`src/gain_ramp_consts.svh`:
```
// offsets, field positions, reset values of the gain ramp profile bank
`ifndef GAIN_RAMP_CONSTS_SVH
`define GAIN_RAMP_CONSTS_SVH
`define ADDR_W              8
`define DATA_W              16
`define MEM_WORDS           160
`define OFF_STEP_FIRST      8'h01
`define OFF_STEP_LAST       8'ha0
`define OFF_GAIN_LIMITS     8'ha1
`define OFF_GAIN_STEPS      8'ha2
`define OFF_INDEX_LIMITS    8'ha3
`define OFF_BEGIN_TIME      8'ha4
`define OFF_CONTROL         8'hf0
`define FLD_HI_MSB          15
`define FLD_HI_LSB          8
`define FLD_LO_MSB          7
`define FLD_LO_LSB          0
`define CTRL_WREN_BIT       0
`define RST_START_GAIN      8'h00
`define RST_STOP_GAIN       8'h9f
`define RST_UP_STEP         8'h00
`define RST_DOWN_STEP       8'hff
`define RST_START_INDEX     8'h00
`define RST_STOP_INDEX      8'h9f
`define RST_BEGIN_TIME      16'h0000
`endif

```
`src/gain_ramp_pkg.sv`:
```
// types for the gain ramp profile bank
package gain_ramp_pkg;
    typedef logic [15:0] word_t;
    typedef enum logic [2:0]
    {
        SEL_NONE = 3'b001,
        SEL_MEM  = 3'b010,
        SEL_REG  = 3'b100
    } sel_t;
endpackage

```
`src/gain_ramp_profile_regs.sv`:
```
// register bank for gain step memory and profile 0 ramp parameters
`timescale 1ns/1ps
`include "gain_ramp_consts.svh"
module gain_ramp_profile_regs
    import gain_ramp_pkg::*;
#(
    parameter int ADDR_W    = `ADDR_W,
    parameter int MEM_WORDS = `MEM_WORDS
)
(
    input  wire logic              sys_clk,
    input  wire logic              arst_n,
    input  wire logic [ADDR_W-1:0] regAddr,
    input  wire word_t             regWrData,
    input  wire logic              regWrStb,
    input  wire logic              regRdStb,
    output word_t                  regRdData,
    output logic                   gainRampWriteEnable,
    output logic [7:0]             startGain,
    output logic [7:0]             stopGain,
    output logic [7:0]             upStep,
    output logic [7:0]             profile0DownStep,
    output logic [7:0]             startIndex,
    output logic [7:0]             stopIndex,
    output word_t                  beginTime
);
    // ----------------------------------------
    // parameter check
    // ----------------------------------------
    initial
    begin
        if (ADDR_W != `ADDR_W)
            $error("gain_ramp_profile_regs: register map needs an 8-bit word address");
        if (MEM_WORDS != `MEM_WORDS)
            $error("gain_ramp_profile_regs: register map holds exactly 160 step words");
        if (MEM_WORDS > (1 << ADDR_W) - 1)
            $error("gain_ramp_profile_regs: step words do not fit the address space");
    end

    // ----------------------------------------
    // address decode
    // ----------------------------------------
    function automatic sel_t decode(input logic [ADDR_W-1:0] a);
        if (a >= `OFF_STEP_FIRST && a <= `OFF_STEP_LAST)
            return SEL_MEM;
        else if ((a >= `OFF_GAIN_LIMITS && a <= `OFF_BEGIN_TIME) || a == `OFF_CONTROL)
            return SEL_REG;
        else
            return SEL_NONE;
    endfunction

    // ----------------------------------------
    // field helpers
    // ----------------------------------------
    // upper byte field of a register word
    function automatic logic [7:0] hiField(input word_t w);
        return w[`FLD_HI_MSB:`FLD_HI_LSB];
    endfunction

    // lower byte field of a register word
    function automatic logic [7:0] loField(input word_t w);
        return w[`FLD_LO_MSB:`FLD_LO_LSB];
    endfunction

    // two byte fields packed into one register word
    function automatic word_t joinFields(input logic [7:0] hi, input logic [7:0] lo);
        return {hi, lo};
    endfunction

    sel_t              wrSel;
    sel_t              rdSel;
    logic [ADDR_W-1:0] memIdx;
    logic              memWr;
    word_t             memRdData;

    assign wrSel  = decode(regAddr);
    assign rdSel  = wrSel;
    assign memIdx = regAddr - `OFF_STEP_FIRST;

    // write enable gate
    // step memory writes need enable bit
    assign memWr = regWrStb && gainRampWriteEnable && (wrSel == SEL_MEM);

    // ----------------------------------------
    // gain step memory
    // ----------------------------------------
    // word at 1h
    gain_step_memory #(
        .DEPTH (MEM_WORDS),
        .AW    (ADDR_W)
    ) stepMem (
        .sys_clk (sys_clk),
        .wrEn    (memWr),
        .wrIdx   (memIdx),
        .wrData  (regWrData),
        .rdIdx   (memIdx),
        .rdData  (memRdData)
    );

    // ----------------------------------------
    // control register
    // ----------------------------------------
    logic       wren_reg;
    logic       wren_next;
    logic       ctrlWr;

    // control register is always writable
    assign ctrlWr = regWrStb && (regAddr == `OFF_CONTROL);

    always_comb
    begin
        wren_next = wren_reg;
        if (ctrlWr)
            wren_next = regWrData[`CTRL_WREN_BIT];
    end

    always_ff @(posedge sys_clk or negedge arst_n)
    begin
        if (!arst_n)
            wren_reg <= 1'b0;
        else
            wren_reg <= wren_next;
    end

    // ----------------------------------------
    // profile 0 write decode
    // ----------------------------------------
    logic       profWr;
    logic       limitsWr;
    logic       stepsWr;
    logic       indexWr;
    logic       timeWr;

    assign profWr   = regWrStb && gainRampWriteEnable && (wrSel == SEL_REG);
    // one strobe per profile register
    assign limitsWr = profWr && (regAddr == `OFF_GAIN_LIMITS);
    assign stepsWr  = profWr && (regAddr == `OFF_GAIN_STEPS);
    assign indexWr  = profWr && (regAddr == `OFF_INDEX_LIMITS);
    assign timeWr   = profWr && (regAddr == `OFF_BEGIN_TIME);

    // ----------------------------------------
    // profile 0 registers
    // ----------------------------------------
    logic [7:0] startGain_reg;
    logic [7:0] startGain_next;
    logic [7:0] stopGain_reg;
    logic [7:0] stopGain_next;
    logic [7:0] upStep_reg;
    logic [7:0] upStep_next;
    logic [7:0] downStep_reg;
    logic [7:0] downStep_next;
    logic [7:0] startIdx_reg;
    logic [7:0] startIdx_next;
    logic [7:0] stopIdx_reg;
    logic [7:0] stopIdx_next;
    word_t      beginTime_reg;
    word_t      beginTime_next;

    always_comb
    begin
        // each field holds until rewritten
        startGain_next = startGain_reg;
        stopGain_next  = stopGain_reg;
        upStep_next    = upStep_reg;
        downStep_next  = downStep_reg;
        startIdx_next  = startIdx_reg;
        stopIdx_next   = stopIdx_reg;
        beginTime_next = beginTime_reg;
        if (limitsWr)
        begin
            startGain_next = hiField(regWrData);
            stopGain_next  = loField(regWrData);
        end
        if (stepsWr)
        begin
            upStep_next   = hiField(regWrData);
            downStep_next = loField(regWrData);
        end
        if (indexWr)
        begin
            startIdx_next = hiField(regWrData);
            stopIdx_next  = loField(regWrData);
        end
        if (timeWr)
        begin
            beginTime_next = regWrData;
        end
    end

    always_ff @(posedge sys_clk or negedge arst_n)
    begin
        if (!arst_n)
        begin
            startGain_reg <= `RST_START_GAIN;
            stopGain_reg  <= `RST_STOP_GAIN;
            upStep_reg    <= `RST_UP_STEP;
            downStep_reg  <= `RST_DOWN_STEP;
            startIdx_reg  <= `RST_START_INDEX;
            stopIdx_reg   <= `RST_STOP_INDEX;
            beginTime_reg <= `RST_BEGIN_TIME;
        end
        else
        begin
            startGain_reg <= startGain_next;
            stopGain_reg  <= stopGain_next;
            upStep_reg    <= upStep_next;
            downStep_reg  <= downStep_next;
            startIdx_reg  <= startIdx_next;
            stopIdx_reg   <= stopIdx_next;
            beginTime_reg <= beginTime_next;
        end
    end

    // ----------------------------------------
    // read path
    // ----------------------------------------
    word_t      rdData_reg;
    word_t      rdData_next;

    always_comb
    begin
        // unmapped and idle cycles read as zero
        rdData_next = '0;
        if (regRdStb)
        begin
            case (rdSel)
                SEL_MEM:
                    rdData_next = memRdData;
                SEL_REG:
                begin
                    case (regAddr)
                        `OFF_GAIN_LIMITS:  rdData_next = joinFields(startGain_reg, stopGain_reg);
                        `OFF_GAIN_STEPS:   rdData_next = joinFields(upStep_reg, downStep_reg);
                        `OFF_INDEX_LIMITS: rdData_next = joinFields(startIdx_reg, stopIdx_reg);
                        `OFF_BEGIN_TIME:   rdData_next = beginTime_reg;
                        `OFF_CONTROL:      rdData_next = {15'h0000, wren_reg};
                        default:           rdData_next = '0;
                    endcase
                end
                default:
                    rdData_next = '0;
            endcase
        end
    end

    always_ff @(posedge sys_clk or negedge arst_n)
    begin
        if (!arst_n)
            rdData_reg <= 16'h0000;
        else
            rdData_reg <= rdData_next;
    end

    // ----------------------------------------
    // outputs
    // ----------------------------------------
    assign regRdData           = rdData_reg;
    assign gainRampWriteEnable = wren_reg;
    assign startGain           = startGain_reg;
    assign stopGain            = stopGain_reg;
    assign upStep              = upStep_reg;
    assign profile0DownStep    = downStep_reg;
    assign startIndex          = startIdx_reg;
    assign stopIndex           = stopIdx_reg;
    assign beginTime           = beginTime_reg;
endmodule

```
`src/gain_step_memory.sv`:
```
// gain step memory: flip-flop words with no reset
`timescale 1ns/1ps
module gain_step_memory
    import gain_ramp_pkg::*;
#(
    parameter int DEPTH = 160,
    parameter int AW    = 8
)
(
    input  wire logic          sys_clk,
    input  wire logic          wrEn,
    input  wire logic [AW-1:0] wrIdx,
    input  wire word_t         wrData,
    input  wire logic [AW-1:0] rdIdx,
    output word_t              rdData
);
    initial
    begin
        if (DEPTH < 1 || DEPTH >= (1 << AW))
            $error("gain_step_memory: depth does not fit index width");
    end

    word_t memReg [DEPTH];

    // no reset: contents survive reset, undefined at power up
    always_ff @(posedge sys_clk)
    begin
        if (wrEn && (wrIdx < AW'(DEPTH)))
            memReg[wrIdx] <= wrData;
    end

    assign rdData = (rdIdx < AW'(DEPTH)) ? memReg[rdIdx] : '0;
endmodule

```
`config.mk`:
```
export PLATFORM = sky130hd
export DESIGN_NAME = gain_ramp_profile_regs
export DESIGN_NICKNAME = d
export VERILOG_FILES = /design/src/gain_ramp_pkg.sv /design/src/gain_ramp_profile_regs.sv /design/src/gain_step_memory.sv
export VERILOG_INCLUDE_DIRS = /design/src /design/src/src
export SDC_FILE = /design/constraint.sdc
export NUM_CORES = 2
export LEC_CHECK = 0
export ABC_AREA = 1
export ABC_CLOCK_PERIOD_IN_PS = 2990
export BUFFER_PORTS_ARGS = -buffer_cell sky130_fd_sc_hd__buf_4
export CAP_MARGIN = 20
export CORE_UTILIZATION = 45
export CTS_BUF_LIST = sky130_fd_sc_hd__clkbuf_4
export CTS_CLUSTER_DIAMETER = 40
export DETAILED_ROUTE_END_ITERATION = 10
export SYNTH_ARGS = -nofsm -noshare
export SYNTH_HDL_FRONTEND = slang
export SYNTH_SLANG_ARGS = --single-unit
```
`constraint.sdc`:
```
create_clock -name sys_clk -period 2.99 [get_ports sys_clk]
set_input_delay 0.4485 -clock sys_clk [delete_from_list [all_inputs] [get_ports sys_clk]]
set_output_delay 0.4485 -clock sys_clk [all_outputs]
set_load 0.05 [all_outputs]
```
==> flow_metrics.env <==
export IMPL_status="finished, final reports clean"
export IMPL_synth_edf_count=2560
export IMPL_ys_seq_area_frac=0.7379
export IMPL_worst_slew_pin_slew_ps=1085
export IMPL_ir_drop_mv=0.4884
export IMPL_max_stage_delay_ps=560
export IMPL_critPathMostFrequentCell="nand2_1"
export IMPL_power_frac_comb=0.098
export IMPL_yosysWarningCount=0
export IMPL_start_kind="primary input"
export IMPL_cts_tree="done"
export IMPL_synth_compound_area_share=0.05159
export IMPL_wl_per_cell_um=24.57
export IMPL_power_frac_seq=0.516
export IMPL_die_area_um2=239600
export IMPL_clk_latency_ps=1480
export IMPL_cts_root_buf="clkbuf_4"
export IMPL_grt_use_total=0.2813
export IMPL_fin_cells=13862
export IMPL_synthXorXnorAreaFrac=0
export IMPL_synth_adder_area_share=0.0004679
export IMPL_p_leak_nw=48.19
export IMPL_dpl_cell_area_um2=120800
export IMPL_synth_mux_area_frac=0
export IMPL_fin_worst_hold_slack_ps=130.8
export IMPL_cp_slowest_cell="dlygate4sd3_1"
export IMPL_first_global_vias=73903
export IMPL_topRoutingLayerUsed="met5"
export IMPL_crit_type="in -> reg"
export IMPL_cap_violations=0
export IMPL_largest_register_ffs=2560
export IMPL_synth_ff_type="edfxtp_1"
export IMPL_swShare=0.2501
export IMPL_setup_viol=0
export IMPL_crit_chain="dlygate4sd3_1, buf_8, clkinv_16, ha_4, nand2_1, clkinv_1, nor2_4, buf_12, buf_12, buf_12, buf_4, a21oi_1, o21ai_0, nand2_1, nand2_1, nand2_1, o21ai_1, nand3_2, a21oi_1"
export IMPL_rsz0062_at_grt="false"
export IMPL_vias=77178
export IMPL_synth_top_family_by_area="simple AND/OR/NAND/NOR gates"
export IMPL_synth_most_common_cell="nand2_1"
export IMPL_nets=10297
export IMPL_grt_max_degree=124
export IMPL_clock_skew_ps=111.5
export IMPL_cts_sinks=2641
export IMPL_syn_nets=9104
export IMPL_final_fill_count=19811
export IMPL_syn2layout_area_growth_pct=21.42
export IMPL_finalCritPeriodShare=0.9944
export IMPL_seq_area_um2=78930
export IMPL_hp_class="in -> reg"
export IMPL_post_route_util=0.5507
export IMPL_gp_congestion=0.9143
export IMPL_core_area_um2=235900
export IMPL_start_util=0.4535
export IMPL_cts_buffers=686
export IMPL_synth_seq_cells=2641
export IMPL_grt_ovfl_total=0
export IMPL_synth_top_area_share=0.7187
export IMPL_synth_area_leaders="edfxtp_1 (72%), nand2_1 (11%), nand3_1 (5.1%), a21oi_1 (2.5%), buf_2 (1.7%)"
export IMPL_die_w_um=489.5
export IMPL_drv_slew=0
export IMPL_slew_headroom=0.2745
export IMPL_hpwl_um=209600
export IMPL_switchingPower_w=0.01968
export IMPL_clk_pin_slew_ps=60
export IMPL_routed_wirelength_um=340600
export IMPL_drc_errors=0
export IMPL_firstDrtPassIters=7
export IMPL_fin_crit_ps=2973
export IMPL_met2WireLength_um=156200
export IMPL_synth_cell_area_um2=107000
export IMPL_antenna_found_initial=15
export IMPL_ioPinCount=109
export IMPL_drtIter0Drc=9479
export IMPL_drt_vias_per_instance=5.568
export IMPL_rows=178
export IMPL_cp_arrival_ps=4350
export IMPL_crit_path_end_kind="flop"
export IMPL_chipHeight_um=489.5
export IMPL_drive_gt1_frac=0.2126
export IMPL_async_flop_share=0.03067
export IMPL_finalPower_w=0.07869
export IMPL_finalHoldViolCount=0
export IMPL_grt_pass1_wl_um=491600
export IMPL_syn_area_per_cell_um2=11.79
export IMPL_syn_inst=9072
export IMPL_internal_power_w=0.05901
export IMPL_synthTopCellsByCount="nand2_1 (3202), edfxtp_1 (2560), nand3_1 (1096)"
export IMPL_ant_nets=0
export IMPL_yosysTopAreaCell="edfxtp_1"
export IMPL_cts_max_path_buffers=4
export IMPL_clock_fmax_mhz=336.3
export IMPL_yosys_area_share_simple=0.1815
export IMPL_drt_met1_wl_um=136800
export IMPL_p_clk_frac=0.386
export IMPL_port_buffers=108
export IMPL_synth_cell_types=41
export IMPL_htreeDepth=6
export IMPL_powerDensity_nw_per_um2=605.9
export IMPL_multi_input_area_um2=25730
export IMPL_crit_fanout=15
export IMPL_crit_required_ps=4360
export IMPL_wl_met3_um=34670
export IMPL_final_area_um2=129900
export IMPL_placedCellCount=12662
timing repair:
action,4_1_cts,5_1_grt
setup endpoints to repair,0,35
hold buffers,66,0
setup buffers,0,0
gates resized for setup,0,6
hold endpoints to repair,2764,0
per-layer routing:
metal	vias to the layer above	global-route usage
li1	34705	-
met1	37801	0.3863
met2	4046	0.4346
met3	622	0.06179
met4	4	0.1142
met5	-	0
path summary, 6_finish.rpt:
kind	slack, ps	to	from	cells past startpoint
max	20	regRdData[13]$_DFF_PN0_	regAddr[0]	19
min	130	stepMem.memReg[138][12]$_DFFE_PP_	regWrData[12]	2
max reg2reg	90	upStep[4]$_DFFE_PN0P_	gainRampWriteEnable$_DFFE_PN0P_	9
min reg2reg	500	profile0DownStep[4]$_DFFE_PN1P_	profile0DownStep[4]$_DFFE_PN1P_	2
max in group asynchronous	1800	upStep[4]$_DFFE_PN0P_	arst_n	6
min in group asynchronous	590	beginTime[1]$_DFFE_PN0P_	arst_n	5
layout by cell type, fill, tap and decap left out, types with 38 or more instances in the layout:
cell type / instances
nand2_1: 3197
a21oi_1: 541
nor2_1: 167
buf_12: 336
buf_4: 661
clkbuf_4: 981
o21ai_1: 38
nor2_4: 53
nand3_1: 1095
clkinv_1: 99
nor2_2: 121
dfrtp_1: 61
o21ai_0: 337
a22o_1: 68
inv_1: 106
dlygate4sd3_1: 56
nand4_1: 45
edfxtp_1: 2560
logic make-up after synthesis:
kind of cell / Yosys count
DFF: 2641
AOI/OAI and AO/OA: 1029
adders and majority gates: 4
and+or+nand+nor: 4714
buffers and inverters: 684
power groups by stage:
stage / Sequential, W / Combinational (W) / Clock (W)
finish: 0.0406 / 0.00769 / 0.0304
global route: 0.0406 / 0.00816 / 0.0328
CTS: 0.0406 / 0.00763 / 0.0309
detailed placement: 0.0414 / 0.00749 / 0
global placement: 0.0414 / 0.00743 / 0
floorplan: 0.0414 / 0.00326 / 0
metrics by stage:
stage / setup slack [ps] / setup TNS [ps]
global route: 15.82 / 0
detailed placement: -938.6 / -151110
global placement: -981.8 / -186850
floorplan: -289.4 / -509180
finish: 16.82 / 0
CTS: 58.65 / 0
critical path: cells and delay by family:
| kind | cells | cell delay [ps] |
|---|---|---|
| buffers and inverters | 8 | 1600 |
| and+or+nand+nor | 6 | 1090 |
| AOI/OAI and AO/OA | 4 | 960 |
| adders and majority gates | 1 | 170 |
cell type report:
cell class                      count  share of cell area
Timing Repair Buffer             1072             0.09613
Tap cell                         3150             0.03035
Inverter                          117            0.003709
Clock inverter                    145            0.007129
Sequential cell                  2641              0.6077
Clock buffer                      981             0.05670
Multi-Input combinational cell   5747              0.1981
Antenna cell                        9           0.0001734
(Power assumes the default switching activity.)
